`config.mk`:
```
export PLATFORM = sky130hd
export DESIGN_NAME = rcs_reset_cause
export DESIGN_NICKNAME = d
export VERILOG_FILES = /design/src/include/rcs_pkg.sv /design/src/hw/rcs_reset_cause.sv /design/src/hw/rcs_startup_timer.sv
export SDC_FILE = /design/constraint.sdc
export NUM_CORES = 1
export LEC_CHECK = 0
export BUFFER_PORTS_ARGS = -buffer_cell sky130_fd_sc_hd__buf_2
export CAP_MARGIN = 10
export CORE_MARGIN = 2
export CORE_UTILIZATION = 45
export DETAILED_ROUTE_END_ITERATION = 10
export PLACE_DENSITY_LB_ADDON = 0.05
export SLEW_MARGIN = 20
export SYNTH_ARGS = -nofsm -noshare
export SYNTH_HDL_FRONTEND = slang
export SYNTH_SLANG_ARGS = --single-unit
```
`constraint.sdc`:
```
create_clock -name clk -period 2.1 [get_ports clk]
set_input_delay 0.105 -clock clk [delete_from_list [all_inputs] [get_ports clk]]
set_output_delay 0.105 -clock clk [all_outputs]
set_load 0.05 [all_outputs]
```
`src/include/rcs_pkg.sv`:
```
// constants and types for the reset cause and start-up delay block
package rcs_pkg;
	// register indices; byte address is four times the index
	localparam logic [9:0] CORE_STATUS_IDX   = 10'h003;
	localparam logic [9:0] POWER_CONTROL_IDX = 10'h08e;
	localparam logic [9:0] PC_LOW_IDX        = 10'h002;
	localparam logic [9:0] PC_HIGH_IDX       = 10'h00a;
	// power_control fields
	localparam int BOR_BIT    = 0;
	localparam int POR_BIT    = 1;
	localparam int SW_BROWNOUT_ENABLE_BIT = 4;
	localparam int ULTRALOW_WAKE_ENABLE_BIT = 5;
	localparam logic [7:0] POWER_CONTROL_MASK  = 8'h33;
	localparam logic [7:0] POWER_CONTROL_RESET = 8'h10;
	// core_status_flags fields
	localparam int TO_BIT = 4;
	localparam int PD_BIT = 3;
	localparam logic [7:0] STATUS_RESET   = 8'h18;
	localparam logic [7:0] STATUS_WR_MASK = 8'he7;
	localparam logic [4:0] PC_HIGH_RESET  = 5'h00;
	localparam logic [7:0] PC_LOW_RESET   = 8'h00;
	// brownout_sel encodings
	localparam logic [1:0] BOR_SEL_OFF   = 2'h0;
	localparam logic [1:0] BOR_SEL_SW    = 2'h1;
	localparam logic [1:0] BOR_SEL_AWAKE = 2'h2;
	// bus answers
	localparam logic [1:0] RESP_OKAY   = 2'h0;
	localparam logic [1:0] RESP_SLVERR = 2'h2;
	// timing
	localparam int CLK_HZ       = 25_000_000;
	localparam int LFOSC_HZ     = 31_000;
	localparam int STARTUP_MS   = 64;
	localparam int LF_DIV       = CLK_HZ / LFOSC_HZ;
	localparam int PWRT_TICKS   = STARTUP_MS * LFOSC_HZ / 1000;
	localparam int OST_PERIODS  = 1024;
	typedef enum logic [2:0] {
		crystal_lowpower_mode,
		crystal_std_mode,
		crystal_fast_mode,
		resistor_cap_mode,
		ext_clock_mode,
		internal_osc_mode
	} rcs_osc_mode_t;
endpackage : rcs_pkg

```
`src/hw/rcs_reset_cause.sv`:
```
// reset cause flags, start-up hold and axi4-lite register slave
`timescale 1ns/100ps
module rcs_reset_cause #(
	parameter int LF_DIV_P     = rcs_pkg::LF_DIV,
	parameter int PWRT_TICKS_P = rcs_pkg::PWRT_TICKS
) (
	input  wire logic           clk,
	input  wire logic           reset_n,
	input  wire logic           ext_reset_pin_n,
	input  wire logic           brownout_det,
	input  wire logic           watchdog_timeout,
	input  wire logic           wake_irq,
	input  wire logic           sleep_cmd,
	input  wire logic [1:0]     brownout_sel,
	input  wire logic           startup_delay_disable,
	input  rcs_pkg::rcs_osc_mode_t osc_mode,
	input  wire logic           aux_crystal_input,
	output logic                core_hold,
	output logic                brownout_enable,
	output logic                ultralow_wake_enable,
	output logic [7:0]          pc_low_byte,
	output logic [4:0]          pc_high_latch,
	input  wire logic [11:0]    s_axi_awaddr,
	input  wire logic           s_axi_awvalid,
	output logic                s_axi_awready,
	input  wire logic [31:0]    s_axi_wdata,
	input  wire logic [3:0]     s_axi_wstrb,
	input  wire logic           s_axi_wvalid,
	output logic                s_axi_wready,
	output logic [1:0]          s_axi_bresp,
	output logic                s_axi_bvalid,
	input  wire logic           s_axi_bready,
	input  wire logic [11:0]    s_axi_araddr,
	input  wire logic           s_axi_arvalid,
	output logic                s_axi_arready,
	output logic [31:0]         s_axi_rdata,
	output logic [1:0]          s_axi_rresp,
	output logic                s_axi_rvalid,
	input  wire logic           s_axi_rready
);
	function automatic logic [2:0] reg_sel(input logic [11:0] a);
		if (a[11:2] == rcs_pkg::CORE_STATUS_IDX)
			return 3'h1;
		else if (a[11:2] == rcs_pkg::POWER_CONTROL_IDX)
			return 3'h2;
		else if (a[11:2] == rcs_pkg::PC_LOW_IDX)
			return 3'h3;
		else if (a[11:2] == rcs_pkg::PC_HIGH_IDX)
			return 3'h4;
		else
			return 3'h0;
	endfunction : reg_sel

	// pin synchroniser: bit 0 pin, bit 1 brown-out detector
	logic [1:0] s1_r, s2_r, s3_r, filt_r, filt_nxt;
	always_comb begin
		filt_nxt = filt_r;
		for (int i = 0; i < 2; i++) begin
			if (s2_r[i] == s3_r[i])
				filt_nxt[i] = s3_r[i];
		end
	end
	always_ff @(posedge clk or negedge reset_n) begin
		if (!reset_n) begin
			s1_r   <= 2'h1;
			s2_r   <= 2'h1;
			s3_r   <= 2'h1;
			filt_r <= 2'h1;
		end else begin
			s1_r   <= {brownout_det, ext_reset_pin_n};
			s2_r   <= s1_r;
			s3_r   <= s2_r;
			filt_r <= filt_nxt;
		end
	end

	// bus slave state
	logic [11:0] awaddr_r, awaddr_nxt;
	logic [7:0]  wdata_r, wdata_nxt;
	logic        wstrb_r, wstrb_nxt, aw_have_r, aw_have_nxt;
	logic        w_have_r, w_have_nxt, bvalid_nxt, awready_nxt;
	logic        wready_nxt, arready_nxt, rvalid_nxt;
	logic [1:0]  bresp_nxt, rresp_nxt;
	logic [31:0] rdata_nxt;
	logic        wr_do;
	logic [2:0]  wsel;

	// cause and sequencing state
	logic [7:0] power_control_r, power_control_nxt, status_r, status_nxt, pcl_nxt;
	logic [4:0] pch_nxt;
	logic       asleep_r, asleep_nxt, bor_act_r, boot_r, bor_en_nxt;
	logic       hold_nxt, bor_act, bor_rise, pin_fall, pin_low_r;
	logic       wdt_wake, wdt_rst, irq_wake, any_ev, cold, wake;
	logic       seq_busy;

	assign wsel  = reg_sel(awaddr_r);
	assign wr_do = aw_have_r && w_have_r && !s_axi_bvalid;

	always_comb begin
		awaddr_nxt  = awaddr_r;
		wdata_nxt   = wdata_r;
		wstrb_nxt   = wstrb_r;
		aw_have_nxt = aw_have_r;
		w_have_nxt  = w_have_r;
		bvalid_nxt  = s_axi_bvalid;
		bresp_nxt   = s_axi_bresp;
		rvalid_nxt  = s_axi_rvalid;
		rresp_nxt   = s_axi_rresp;
		rdata_nxt   = s_axi_rdata;
		if (s_axi_awvalid && s_axi_awready) begin
			awaddr_nxt  = s_axi_awaddr;
			aw_have_nxt = 1'b1;
		end
		if (s_axi_wvalid && s_axi_wready) begin
			wdata_nxt  = s_axi_wdata[7:0];
			wstrb_nxt  = s_axi_wstrb[0];
			w_have_nxt = 1'b1;
		end
		if (wr_do) begin
			aw_have_nxt = 1'b0;
			w_have_nxt  = 1'b0;
			bvalid_nxt  = 1'b1;
			bresp_nxt   = (wsel == 3'h0) ? rcs_pkg::RESP_SLVERR :
				rcs_pkg::RESP_OKAY;
		end else if (s_axi_bvalid && s_axi_bready)
			bvalid_nxt = 1'b0;
		if (s_axi_rvalid && s_axi_rready)
			rvalid_nxt = 1'b0;
		if (s_axi_arvalid && s_axi_arready) begin
			rvalid_nxt = 1'b1;
			rresp_nxt  = rcs_pkg::RESP_OKAY;
			case (reg_sel(s_axi_araddr))
				3'h1: rdata_nxt = {24'h000000, status_r};
				3'h2: rdata_nxt = {24'h000000, power_control_r & rcs_pkg::POWER_CONTROL_MASK};
				3'h3: rdata_nxt = {24'h000000, pc_low_byte};
				3'h4: rdata_nxt = {27'h0000000, pc_high_latch};
				default: begin
					rdata_nxt = 32'h00000000;
					rresp_nxt = rcs_pkg::RESP_SLVERR;
				end
			endcase
		end
		// one write and one read in flight; ready drops while holding one
		awready_nxt = !aw_have_nxt && !bvalid_nxt;
		wready_nxt  = !w_have_nxt && !bvalid_nxt;
		arready_nxt = !rvalid_nxt;
	end

	always_ff @(posedge clk or negedge reset_n) begin
		if (!reset_n) begin
			awaddr_r      <= 12'h000;
			wdata_r       <= 8'h00;
			wstrb_r       <= 1'b0;
			aw_have_r     <= 1'b0;
			w_have_r      <= 1'b0;
			s_axi_awready <= 1'b0;
			s_axi_wready  <= 1'b0;
			s_axi_bvalid  <= 1'b0;
			s_axi_bresp   <= 2'h0;
			s_axi_arready <= 1'b0;
			s_axi_rvalid  <= 1'b0;
			s_axi_rresp   <= 2'h0;
			s_axi_rdata   <= 32'h00000000;
		end else begin
			awaddr_r      <= awaddr_nxt;
			wdata_r       <= wdata_nxt;
			wstrb_r       <= wstrb_nxt;
			aw_have_r     <= aw_have_nxt;
			w_have_r      <= w_have_nxt;
			s_axi_awready <= awready_nxt;
			s_axi_wready  <= wready_nxt;
			s_axi_bvalid  <= bvalid_nxt;
			s_axi_bresp   <= bresp_nxt;
			s_axi_arready <= arready_nxt;
			s_axi_rvalid  <= rvalid_nxt;
			s_axi_rresp   <= rresp_nxt;
			s_axi_rdata   <= rdata_nxt;
		end
	end

	// detector qualified by the registered enable; sel 00 never fires
	assign bor_act  = filt_r[1] && brownout_enable;
	assign bor_rise = bor_act && !bor_act_r;
	assign pin_fall = !filt_r[0] && !pin_low_r;
	assign wdt_wake = watchdog_timeout && asleep_r && !bor_rise && !pin_fall;
	assign wdt_rst  = watchdog_timeout && !asleep_r && !bor_rise && !pin_fall;
	assign irq_wake = wake_irq && asleep_r && !watchdog_timeout &&
		!bor_rise && !pin_fall;
	assign any_ev   = bor_rise || pin_fall || watchdog_timeout || irq_wake;
	// timers start once the supply is back, so a dip restarts them
	assign cold = boot_r || (bor_act_r && !bor_act);
	assign wake = wdt_wake || irq_wake;

	always_comb begin
		power_control_nxt   = power_control_r;
		status_nxt = status_r;
		pcl_nxt    = pc_low_byte;
		pch_nxt    = pc_high_latch;
		asleep_nxt = asleep_r;
		if (wr_do && wstrb_r) begin
			case (wsel)
				3'h1: status_nxt = (wdata_r & rcs_pkg::STATUS_WR_MASK) |
					(status_r & ~rcs_pkg::STATUS_WR_MASK);
				3'h2: power_control_nxt = wdata_r & rcs_pkg::POWER_CONTROL_MASK;
				3'h3: pcl_nxt = wdata_r;
				3'h4: pch_nxt = wdata_r[4:0];
				default: ;
			endcase
		end
		// hardware events come last so they win over a same-cycle write
		if (bor_rise || pin_fall || wdt_rst) begin
			pcl_nxt = rcs_pkg::PC_LOW_RESET;
			pch_nxt = rcs_pkg::PC_HIGH_RESET;
			status_nxt[7:5] = 3'h0;
			power_control_nxt[rcs_pkg::ULTRALOW_WAKE_ENABLE_BIT] = 1'b0;
			asleep_nxt = 1'b0;
		end
		if (bor_rise) begin
			power_control_nxt[rcs_pkg::BOR_BIT]    = 1'b0;
			power_control_nxt[rcs_pkg::SW_BROWNOUT_ENABLE_BIT] = 1'b1;
			status_nxt[rcs_pkg::TO_BIT]   = 1'b1;
			status_nxt[rcs_pkg::PD_BIT]   = 1'b1;
		end else if (pin_fall) begin
			if (asleep_r) begin
				status_nxt[rcs_pkg::TO_BIT] = 1'b1;
				status_nxt[rcs_pkg::PD_BIT] = 1'b0;
			end
		end else if (wdt_rst) begin
			status_nxt[rcs_pkg::TO_BIT] = 1'b0;
		end else if (wake) begin
			// registers kept; only cause flags and pc move
			if (wdt_wake) begin
				status_nxt[rcs_pkg::TO_BIT] = 1'b0;
				status_nxt[rcs_pkg::PD_BIT] = 1'b0;
			end
			pcl_nxt    = pc_low_byte + 8'h01;
			asleep_nxt = 1'b0;
		end else if (sleep_cmd && !asleep_r) begin
			status_nxt[rcs_pkg::TO_BIT] = 1'b1;
			status_nxt[rcs_pkg::PD_BIT] = 1'b0;
			asleep_nxt = 1'b1;
		end
		case (brownout_sel)
			rcs_pkg::BOR_SEL_OFF:   bor_en_nxt = 1'b0;
			rcs_pkg::BOR_SEL_SW:    bor_en_nxt =
				power_control_nxt[rcs_pkg::SW_BROWNOUT_ENABLE_BIT];
			rcs_pkg::BOR_SEL_AWAKE: bor_en_nxt = !asleep_nxt;
			default:                bor_en_nxt = 1'b1;
		endcase
		// a pin held low or a live brown-out keeps the core parked
		hold_nxt = !filt_r[0] || bor_act || seq_busy || cold || wake;
	end

	always_ff @(posedge clk or negedge reset_n) begin
		if (!reset_n) begin
			power_control_r               <= rcs_pkg::POWER_CONTROL_RESET;
			status_r             <= rcs_pkg::STATUS_RESET;
			pc_low_byte          <= rcs_pkg::PC_LOW_RESET;
			pc_high_latch        <= rcs_pkg::PC_HIGH_RESET;
			asleep_r             <= 1'b0;
			bor_act_r            <= 1'b0;
			pin_low_r            <= 1'b0;
			boot_r               <= 1'b1;
			core_hold            <= 1'b1;
			brownout_enable      <= 1'b0;
			ultralow_wake_enable <= 1'b0;
		end else begin
			power_control_r               <= power_control_nxt;
			status_r             <= status_nxt;
			pc_low_byte          <= pcl_nxt;
			pc_high_latch        <= pch_nxt;
			asleep_r             <= asleep_nxt;
			bor_act_r            <= bor_act;
			pin_low_r            <= !filt_r[0];
			boot_r               <= 1'b0;
			core_hold            <= hold_nxt;
			brownout_enable      <= bor_en_nxt;
			ultralow_wake_enable <= power_control_nxt[rcs_pkg::ULTRALOW_WAKE_ENABLE_BIT];
		end
	end

	rcs_startup_timer #(
		.LF_DIV_P     (LF_DIV_P),
		.PWRT_TICKS_P (PWRT_TICKS_P)
	) u_timer (
		.clk                   (clk),
		.reset_n               (reset_n),
		.start_cold            (cold),
		.start_wake            (wake),
		.osc_mode              (osc_mode),
		.aux_crystal_input     (aux_crystal_input),
		.startup_delay_disable (startup_delay_disable),
		.busy                  (seq_busy)
	);

	a_power_control_unimpl: assert property (@(posedge clk) disable iff (!reset_n)
		(power_control_r & ~rcs_pkg::POWER_CONTROL_MASK) == 8'h00)
		else $error("unimplemented power_control bits set");
	a_por_sticky: assert property (@(posedge clk) disable iff (!reset_n)
		$fell(power_control_r[rcs_pkg::POR_BIT]) |-> $past(wr_do && wsel == 3'h2))
		else $error("power-on flag fell without a write");
	a_bor_flags: assert property (@(posedge clk) disable iff (!reset_n)
		bor_rise |=> !power_control_r[rcs_pkg::BOR_BIT] &&
		status_r[rcs_pkg::TO_BIT] && status_r[rcs_pkg::PD_BIT] &&
		status_r[7:5] == 3'h0)
		else $error("brown-out flag pattern wrong");
	a_wdt_reset: assert property (@(posedge clk) disable iff (!reset_n)
		wdt_rst |=> !status_r[rcs_pkg::TO_BIT] &&
		status_r[rcs_pkg::PD_BIT] == $past(status_r[rcs_pkg::PD_BIT]))
		else $error("watchdog reset flags wrong");
	a_wdt_wake: assert property (@(posedge clk) disable iff (!reset_n)
		wdt_wake |=> !status_r[rcs_pkg::TO_BIT] &&
		!status_r[rcs_pkg::PD_BIT] &&
		pc_low_byte == $past(pc_low_byte) + 8'h01)
		else $error("watchdog wake did not resume at pc plus one");
	a_pin_sleep: assert property (@(posedge clk) disable iff (!reset_n)
		pin_fall && asleep_r && !bor_rise |=> status_r[rcs_pkg::TO_BIT] &&
		!status_r[rcs_pkg::PD_BIT] && pc_low_byte == 8'h00)
		else $error("pin reset in sleep flags wrong");
	a_bor_off: assert property (@(posedge clk) disable iff (!reset_n)
		brownout_sel == rcs_pkg::BOR_SEL_OFF |=> !bor_rise)
		else $error("brown-out fired while disabled");
	a_sw_write: assert property (@(posedge clk) disable iff (!reset_n)
		wr_do && wstrb_r && wsel == 3'h2 && !any_ev |=>
		power_control_r[1:0] == $past(wdata_r[1:0]))
		else $error("flag write did not land next edge");
	a_hold_busy: assert property (@(posedge clk) disable iff (!reset_n)
		seq_busy |=> core_hold)
		else $error("core released while delay runs");
endmodule : rcs_reset_cause

```
`src/hw/rcs_startup_timer.sv`:
```
// start-up delay sequencer: power-up timer then oscillator start-up count
`timescale 1ns/100ps
module rcs_startup_timer #(
	parameter int LF_DIV_P     = rcs_pkg::LF_DIV,
	parameter int PWRT_TICKS_P = rcs_pkg::PWRT_TICKS
) (
	input  wire logic           clk,
	input  wire logic           reset_n,
	input  wire logic           start_cold,
	input  wire logic           start_wake,
	input  rcs_pkg::rcs_osc_mode_t osc_mode,
	input  wire logic           aux_crystal_input,
	input  wire logic           startup_delay_disable,
	output logic                busy
);
	typedef enum {st_idle, st_pwrt, st_ost} rcs_seq_t;
	rcs_seq_t    state_r, state_nxt;
	logic [11:0] div_r, div_nxt;
	logic [15:0] cnt_r, cnt_nxt;
	logic        busy_nxt, crystal, lf_tick;

	assign crystal = (osc_mode == rcs_pkg::crystal_std_mode) ||
		(osc_mode == rcs_pkg::crystal_fast_mode) ||
		(osc_mode == rcs_pkg::crystal_lowpower_mode && !aux_crystal_input);
	assign lf_tick = (div_r == 12'(LF_DIV_P - 1));

	always_comb begin
		state_nxt = state_r;
		div_nxt   = div_r;
		cnt_nxt   = cnt_r;
		case (state_r)
			st_pwrt: begin
				div_nxt = lf_tick ? 12'h000 : div_r + 12'h001;
				if (lf_tick) begin
					cnt_nxt = cnt_r + 16'h0001;
					if (cnt_r == 16'(PWRT_TICKS_P - 1)) begin
						state_nxt = crystal ? st_ost : st_idle;
						cnt_nxt   = 16'h0000;
					end
				end
			end
			st_ost: begin
				cnt_nxt = cnt_r + 16'h0001;
				if (cnt_r == 16'(rcs_pkg::OST_PERIODS - 1))
					state_nxt = st_idle;
			end
			default: ;
		endcase
		// a new brown-out restarts the whole sequence
		if (start_cold) begin
			div_nxt = 12'h000;
			cnt_nxt = 16'h0000;
			if (!startup_delay_disable)
				state_nxt = st_pwrt;
			else
				state_nxt = crystal ? st_ost : st_idle;
		end else if (start_wake) begin
			cnt_nxt   = 16'h0000;
			state_nxt = crystal ? st_ost : st_idle;
		end
		busy_nxt = (state_nxt != st_idle);
	end

	always_ff @(posedge clk or negedge reset_n) begin
		if (!reset_n) begin
			state_r <= st_idle;
			div_r   <= 12'h000;
			cnt_r   <= 16'h0000;
			busy    <= 1'b0;
		end else begin
			state_r <= state_nxt;
			div_r   <= div_nxt;
			cnt_r   <= cnt_nxt;
			busy    <= busy_nxt;
		end
	end

	a_pwrt_then_ost: assert property (@(posedge clk) disable iff (!reset_n)
		(state_r == st_pwrt && !start_cold) ##1 state_r == st_ost |->
		$past(cnt_r) == 16'(PWRT_TICKS_P - 1))
		else $error("ost began before the power-up timer ran out");
	a_ost_length: assert property (@(posedge clk) disable iff (!reset_n)
		(state_r == st_ost && cnt_r == 16'(rcs_pkg::OST_PERIODS - 1) &&
		!start_cold && !start_wake) |=> state_r == st_idle)
		else $error("oscillator count did not end after 1024");
endmodule : rcs_startup_timer

```
==> impl_results.md, run 1 <==
- Worst Hold Path EP: u_timer.state_r[1]
- Crit-path max FO: 6
- Layer with the highest usage: met2
- Fraction of synthesis flops using an asynchronous set or reset pin: 100%
- Result of the run: finished, violations left
- Most common cell in the synthesized netlist: sky130_fd_sc_hd__dfrtp_1
- # nets final: roughly 900
- Starting density of the core: 46.3%
- Portion of the clock cycle consumed by the worst path in the final layout: 109%
- Width of the die: approximately 130 um
- Wire per inst: between 15 and 20 um
- H-tree levels: 4
- Slew @ Worst Pin: 760 ps
- Drt via density: approximately 5.4
- Path type of the worst setup path: flop to flop
- Ant. Diodes: 0
- Arrival time at the worst endpoint: 2620 ps
- Worst Hold Launch: aux_crystal_input
- Die area: roughly 16000 um^2
- Cells on Worst Hold Path: 4
- Inserted Clock Buffers: 17
- Pleak: just over 4 nW
- Number of vias after detailed routing: 5446
- Final setup skew: ~12 ps
- Pwr/cell area: 858 nW/um^2
- Setup TNS: -2570 ps
- Maximum vdd ir drop: 551 uV
- Antenna violations before repair: 0
- Area growth syn-to-layout: 34.1%
- Class of the tightest hold or removal check: primary input to flop
- Met3 capacity usage during global routing: under 10%
- Sequential element share of the synthesized area: between 50% and 60%
- Final Slew Violations: 0
- Worst-case register-to-register setup slack: -180 ps
- Pre-antenna DRT Iters: 7
- Area leader, netlist: sky130_fd_sc_hd__dfrtp_1
- Final hold violations: 0
- Nature of the critical path startpoint: flop
- Met2 Usage GRT: 37.9%
- Clock latency reported for the late side of the worst-skew pair: 420 ps
- Setup-failing EPs final: 26
- Most common cell on crit path: sky130_fd_sc_hd__buf_6
- Count of warnings emitted by yosys: 0
- Worst hold-check slack: approximately 15 ps
- Combined buffer and inverter count along the critical path: 3
- Critical path's top delay family: simple AND/OR/NAND/NOR gates
- Relative slew slack: between 40% and 50%
- Via count of the first global-routing pass: 5689
- HPWL after DPL: 11500 um
- List of most frequent post-synthesis cells: sky130_fd_sc_hd__dfrtp_1 (127), sky130_fd_sc_hd__nand2_1 (40), sky130_fd_sc_hd__nor2_1 (36)
- Depth of the worst register-to-register path: 9
- Worst R2R Start: u_timer.div_r[0]
- Number of max-cap violations: 0
- Synth top area share: 46.8%
- Area inside the core boundary: between 10000 and 15000 um^2
- Slowest stage cell on the critical path: sky130_fd_sc_hd__or4_4
- Number of buffers on the longest clock path: 2
- Average cell area after synthesis: 10.8 um^2
- Clock transition at the registers of the reported paths: 60 ps
- # rows: 44
- Maximum number of pins on one net before global-route repair: 67
- Total Power: around 7.8 mW
- Max Fclk: ~440 MHz
- Final Routed Wirelength: 16800 um
- Cells along the critical path: ha_2 -> or4b_4 -> nor4_4 -> buf_12 -> buf_6 -> or4_4 -> buf_6 -> o211ai_1 -> mux2i_1
- Required @ worst endpoint: 2440 ps
- Setup Slack @ Placement: -336 ps
- Setup WS post-layout: -181 ps
- Crit path capture type: flop
- CTS root buf: sky130_fd_sc_hd__clkbuf_16
- CTS tree: yes
- Total overflow reported by the global router: 0
- DRC errors left: 0
- Number of distinct library cell variants in the gate-level netlist after synthesis: 74
- Final worst path period need: between 2000 and 2500 ps
- IO Count: approximately 140
- Met1 Resource Use GR: 27.2%
- Critical R2R Capture: u_timer.cnt_r[5]
- Fraction of layout instances using a drive strength above 1: 34.8%
- Antenna viol nets, final: 0
- Die Height: 127 um
- Cells taking the most area after synthesis: sky130_fd_sc_hd__dfrtp_1 (47%), sky130_fd_sc_hd__mux2_2 (4.6%), sky130_fd_sc_hd__mux2i_1 (4.1%)
- CTS sink cnt: 136
- Worst path max stage delay: slightly below 600 ps
- Total GRT Usage: 21.9%
- Post-Synthesis Cell Area: 6790 um^2
- Top flip-flop cell by instance count after synthesis: sky130_fd_sc_hd__dfrtp_1
- EDFF count, synth: 0
- Number of buffer cells added on primary ports: 78
- Post-synthesis sequential element count: 136
- Unrepaired setup endpoints after global routing: true
- Wire length of the first global-routing pass: ~28000 um
- Final Wtd Congestion: between 0.8 and 0.9
- Starting DRT DRC Count: ~280
- Violations in the final reports: negative setup slack
- Cells after synthesis: 630
## flip-flops by register name, summed over array words and instances (netlist names), 2 cells and up
name,count
u_timer.state_r,32
u_timer.cnt_r,16
u_timer.div_r,12
awaddr_r,10
pc_low_byte,8
s_axi_rdata,8
status_r,8
wdata_r,8
pc_high_latch,5
power_control_r,4
filt_r,2
s1_r,2
s2_r,2
s3_r,2
## power by group
| part | total [mW] | switching [mW] | internal, mW |
|---|---|---|---|
| Sequential | 3.25 | 0.301 | 2.95 |
| Combinational | 1.64 | 0.947 | 0.689 |
| Clock | 2.93 | 1.18 | 1.75 |
| Total | 7.81 | 2.42 | 5.39 |
## per-stage QoR
| step | utilization, % | area, um^2 | cells |
|---|---|---|---|
| CTS | 61.0 | 8940 | 1012 |
| global placement | 53.6 | 7850 | 945 |
| global route | 62.1 | 9100 | 1015 |
| floorplan | - | 6890 | 656 |
| detailed placement | 53.6 | 7850 | 945 |
| finish | 62.1 | 9100 | 1015 |
## timing repair
| action | CTS | global route |
|---|---|---|
| pin swaps | 29 | 19 |
| hold endpoints to repair | 81 | 0 |
| setup buffers | 5 | 1 |
| gates cloned | 1 | 2 |
| hold buffers | 30 | 0 |
| setup endpoints to repair | 27 | 40 |
| resized for setup | 32 | 26 |
## kinds of logic after synthesis
family | count (synthesis) | synth area share, %
and+or+nand+nor | 207 | 18.3
DFF | 136 | 50.3
AOI/OAI and AO/OA | 135 | 14.5
buffers and inverters | 87 | 6.71
muxes | 56 | 8.78
adders and majority gates | 6 | 1.03
xor gates and xnor gates | 2 | 0.258
other | 1 | 0.0553
## cell type report
cell class	instances	area, um^2
Clock buffer	17	425
Clock inverter	15	155
Fill cell	1243	5540
Inverter	34	128
Multi-Input combinational cell	433	3260
Sequential cell	136	3420
Tap cell	184	230
Timing Repair Buffer	196	1490
## worst max-delay path by stage
stage	startpoint	end	slack [ps]	cells after the start
after floorplan	u_timer.div_r[1]	u_timer.cnt_r[12]	2	9
after global placement	u_timer.state_r[18]	u_timer.cnt_r[13]	-230	7
after detailed placement	u_timer.state_r[22]	u_timer.cnt_r[3]	-340	7
after CTS	u_timer.div_r[1]	u_timer.cnt_r[13]	-190	9
after global routing	u_timer.div_r[1]	u_timer.cnt_r[12]	-260	9
final	u_timer.div_r[0]	u_timer.cnt_r[5]	-180	9
## worst min-delay path, cell delays in order
cell and delay, ps:
sky130_fd_sc_hd__buf_2 70, sky130_fd_sc_hd__nand2_1 40, sky130_fd_sc_hd__nand2_1 100, sky130_fd_sc_hd__o31ai_2 70
## metal layers
layer  wire [um]  vias up  part of all wire, %
li1            -     2624                    -
met1        7280     2661                   43
met2        8530      133                   51
met3         711       28                  4.2
met4         312        0                  1.9
met5           0        -                    0
## placed cells by master, fill, tap and decap left out, types with 4 or more instances in the layout
| cell type | netlist | routed |
|---|---|---|
| sky130_fd_sc_hd__o21ai_0 | 28 | 22 |
| sky130_fd_sc_hd__nor4_1 | 8 | 7 |
| sky130_fd_sc_hd__buf_6 | 3 | 15 |
| sky130_fd_sc_hd__clkinv_2 | 0 | 4 |
| sky130_fd_sc_hd__inv_1 | 34 | 34 |
| sky130_fd_sc_hd__or4_1 | 4 | 4 |
| sky130_fd_sc_hd__nor2_1 | 36 | 36 |
| sky130_fd_sc_hd__buf_4 | 26 | 68 |
| sky130_fd_sc_hd__nand3_2 | 1 | 4 |
| sky130_fd_sc_hd__nand2_1 | 40 | 40 |
| sky130_fd_sc_hd__and2_1 | 32 | 32 |
| sky130_fd_sc_hd__a211oi_2 | 7 | 5 |
| sky130_fd_sc_hd__nand3_1 | 24 | 19 |
| sky130_fd_sc_hd__o21ai_1 | 2 | 7 |
| sky130_fd_sc_hd__dlygate4sd3_1 | 0 | 30 |
| sky130_fd_sc_hd__buf_12 | 0 | 5 |
| sky130_fd_sc_hd__nor3_1 | 11 | 10 |
| sky130_fd_sc_hd__nor4_4 | 4 | 11 |
| sky130_fd_sc_hd__nand4_1 | 8 | 8 |
| sky130_fd_sc_hd__o211ai_1 | 33 | 33 |
| sky130_fd_sc_hd__mux2_2 | 28 | 28 |
| sky130_fd_sc_hd__a21o_1 | 4 | 4 |
| sky130_fd_sc_hd__conb_1 | 1 | 27 |
| sky130_fd_sc_hd__dfrtp_1 | 127 | 126 |
| sky130_fd_sc_hd__mux2i_1 | 28 | 28 |
| sky130_fd_sc_hd__a21oi_1 | 17 | 16 |
| sky130_fd_sc_hd__clkbuf_16 | 0 | 18 |
| sky130_fd_sc_hd__dfstp_2 | 9 | 9 |
| sky130_fd_sc_hd__o21a_1 | 4 | 4 |
| sky130_fd_sc_hd__clkinv_4 | 0 | 5 |
| sky130_fd_sc_hd__buf_2 | 7 | 77 |
Note: power is estimated with default switching activity, not from simulation.
==> run 2, diff against run 1 <==
--- a/config.mk
+++ b/config.mk
@@ -10,7 +10,9 @@
 export CORE_MARGIN = 2
 export CORE_UTILIZATION = 45
 export DETAILED_ROUTE_END_ITERATION = 10
+export GPL_TIMING_DRIVEN = 0
 export PLACE_DENSITY_LB_ADDON = 0.05
+export REMOVE_ABC_BUFFERS = 1
 export SLEW_MARGIN = 20
 export SYNTH_ARGS = -nofsm -noshare
 export SYNTH_HDL_FRONTEND = slang
==> run 2 against run 1 <==
Effect of this change:
- the run still ends with negative setup slack left
- final cell count down 3.1%
- utilization is 0.39 points lower
- register-to-register slack about the same
- wire length rose by 0.89%
- worst setup slack got worse by 1.1 ps
- non-clock buffer count shrank 35
- via count hardly changed
- clock skew shrank 3.8 ps
- first-iteration DRC count increased by 39%
- sequential share of layout area grew 0.25 points
- die area unchanged
- design area fell by 0.63%
- largest cell class is now multi-input gates
==> impl_results.md, run 2 (same netlist as run 1, synthesis figures left out) <==
- Crit path capture type: flop
- H-tree levels: 4
- Clock latency reported for the late side of the worst-skew pair: around 420 ps
- Class of the tightest hold or removal check: primary input to flop
- Required @ worst endpoint: 2430 ps
- Worst path max stage delay: 570 ps
- Number of buffers on the longest clock path: 2
- CTS root buf: sky130_fd_sc_hd__clkbuf_16
- Number of max-cap violations: 0
- Maximum number of pins on one net before global-route repair: between 70 and 80
- Slew @ Worst Pin: 890 ps
- Total GRT Usage: 21.7%
- Slowest stage cell on the critical path: sky130_fd_sc_hd__o41a_4
- Wire per inst: about 17 um
- Arrival time at the worst endpoint: 2610 ps
- Worst Hold Launch: watchdog_timeout
- Max Fclk: about 440 MHz
- Result of the run: finished, violations left
- Setup TNS: -2770 ps
- Total overflow reported by the global router: 0
- Pre-antenna DRT Iters: 5
- Post-Layout Inst Area: 9040 um^2
- Cells on Worst Hold Path: 4
- Final Routed Wirelength: 17000 um
- Commonest non-fill, non-tap cells in the layout: sky130_fd_sc_hd__dfrtp_1 (125), sky130_fd_sc_hd__buf_2 (77), sky130_fd_sc_hd__nand2_1 (39), sky130_fd_sc_hd__nor2_1 (36), sky130_fd_sc_hd__inv_1 (34)
- Filler instances: 1179
- Antenna violations before repair: 0
- Setup Slack @ Placement: -1000 ps
- Setup WS post-layout: -182 ps
- Inserted Clock Buffers: 17
- Flip-flop and latch area: 3420 um^2
- IO Count: 136
- Maximum vdd ir drop: 602 uV
- Combined area of the multi-input logic cells: around 3400 um^2
- Violations in the final reports: negative setup slack
- Crit-path max FO: 8
- Width of the die: 127 um
- Final setup skew: 8.34 ps
- Portion of the clock cycle consumed by the worst path in the final layout: 109%
- Final Slew Violations: 0
- Starting density of the core: 46.3%
- Setup-failing EPs final: 28
- Worst-case register-to-register setup slack: -180 ps
- # rows: 44
- # nets final: 870
- Clock group share of total power: 37.6%
- Most common library cell in the layout ignoring fill and taps: sky130_fd_sc_hd__dfrtp_1
- Switching power of the nets: 2.49 mW
- Biggest regs: u_timer.state_r x32, u_timer.cnt_r x16, u_timer.div_r x12
- Combined buffer and inverter count along the critical path: 1
- Starting DRT DRC Count: ~380
- Drt via density: 5.54
- Cell area after placement: between 7000 and 8000 um^2
- Total Power: just under 8 mW
- Worst Hold Path EP: status_r[3]
- Ant. Diodes: 0
- Antenna viol nets, final: 0
- Final hold violations: 0
- Nature of the critical path startpoint: flop
- Depth of the worst register-to-register path: 6
- Wire length of the first global-routing pass: 28000 um
- Cells along the critical path: nor4_4 -> buf_4 -> nand3_2 -> o41a_4 -> a2111oi_4 -> mux2i_1
- Number of vias after detailed routing: 5451
- Number of buffer cells added on primary ports: 78
- Sw Ratio: between 30% and 40%
- Relative slew slack: 40.1%
- CTS tree: yes
- Clock transition at the registers of the reported paths: 60 ps
- Critical R2R Capture: u_timer.cnt_r[3]
- Die area: 16100 um^2
- Pleak: 3.98 nW
- HPWL after DPL: 10300 um
- Pwr/cell area: 871 nW/um^2
- Unrepaired setup endpoints after global routing: true
- Number of placed cells counting well taps: a little under 900
- Register containing the most flip-flops in the final layout: u_timer.state_r
- Final Wtd Congestion: between 0.8 and 0.9
- Fraction of layout instances using a drive strength above 1: 32.8%
- Final worst path period need: 2280 ps
- Comb pwr share: 20.7%
- Path type of the worst setup path: flop to flop
- Non-filler instance count after layout: slightly below 1000
- Via count of the first global-routing pass: between 5000 and 6000
- Area inside the core boundary: 14600 um^2
- Die Height: roughly 130 um
- Worst R2R Start: u_timer.state_r[15]
- CTS sink cnt: 136
- Max FFs per register: 32
- Critical path's top delay family: compound AO/OA/AOI/OAI gates
- DRC errors left: 0
- Area growth syn-to-layout: 33.3%
- Internal power consumption: 5.39 mW
- Sequential share of power: between 40% and 50%
run 2: changes by cell type in the layout (fill, tap and decap cells not counted), moves of 3 or more:
cell / before / now
sky130_fd_sc_hd__buf_4: 68 / 31
sky130_fd_sc_hd__buf_6: 15 / 11
sky130_fd_sc_hd__buf_8: 0 / 4
sky130_fd_sc_hd__clkinv_2: 4 / 1
sky130_fd_sc_hd__inv_6: 1 / 5
sky130_fd_sc_hd__nand3_4: 2 / 5
run 2: power by group through the flow:
stage | Clock [mW] | Combinational (mW) | Sequential [mW]
after global placement | 0 | 1.27 | 3.27
final | 2.97 | 1.63 | 3.28
after detailed placement | 0 | 1.36 | 3.29
after floorplan | 0 | 0.807 | 3.36
after CTS | 3.03 | 1.58 | 3.27
after global routing | 3.14 | 1.76 | 3.33
run 2: how the worst max path moves through the flow:
| stage | from | slack, ps | endpoint | depth (start not counted) |
|---|---|---|---|---|
| floorplan | brownout_enable | -3190 | u_timer.cnt_r[9] | 5 |
| global placement | filt_r[0] | -5680 | u_timer.cnt_r[9] | 5 |
| detailed placement | u_timer.div_r[1] | -1000 | u_timer.state_r[1] | 7 |
| CTS | u_timer.div_r[1] | -180 | u_timer.cnt_r[15] | 10 |
| global route | u_timer.div_r[1] | -270 | u_timer.cnt_r[7] | 10 |
| finish | u_timer.state_r[15] | -180 | u_timer.cnt_r[3] | 6 |
run 2: per-layer routing:
layer | vias to the layer above | wire [um] | GRT usage (%) | share of wire, %
li1 | 2582 | - | - | -
met4 | 0 | 365 | 7.56 | 2.1
met1 | 2661 | 7520 | 27.7 | 44
met5 | - | 0 | 0 | 0
met3 | 33 | 749 | 5.06 | 4.4
met2 | 175 | 8350 | 36.4 | 49
run 2: metrics by stage:
step	hold WS [ps]	utilization, %
global route	66.9	61.8
finish	43.2	61.8
detailed placement	103	49.9
CTS	31.8	60.5
floorplan	-191	-
global placement	213	49.0
run 2: worst reg2reg max path: stages, from the launching register on:
cell	delay (ps)
sky130_fd_sc_hd__dfrtp_1	410
sky130_fd_sc_hd__nor4_4	280
sky130_fd_sc_hd__buf_4	180
sky130_fd_sc_hd__nand3_2	130
sky130_fd_sc_hd__o41a_4	570
sky130_fd_sc_hd__a2111oi_4	380
sky130_fd_sc_hd__mux2i_1	250
run 2: cell type report:
cell class	count	area share (%)
sequential	136	37.8
clock buffer	17	4.70
clock inverter	15	1.83
inverter	34	1.41
timing repair buffer	161	13.9
multi-input combinational	437	37.8
tap	184	2.55
run 2: timing repair:
| action | in CTS | in global routing |
|---|---|---|
| resized for setup | 53 | 24 |
| pin swaps | 41 | 14 |
| endpoints found under the setup margin | 48 | 41 |
| setup buffers | 33 | 10 |
| hold buffers | 32 | 0 |
| endpoints found under the hold margin | 91 | 0 |
| cloned | 5 | 1 |
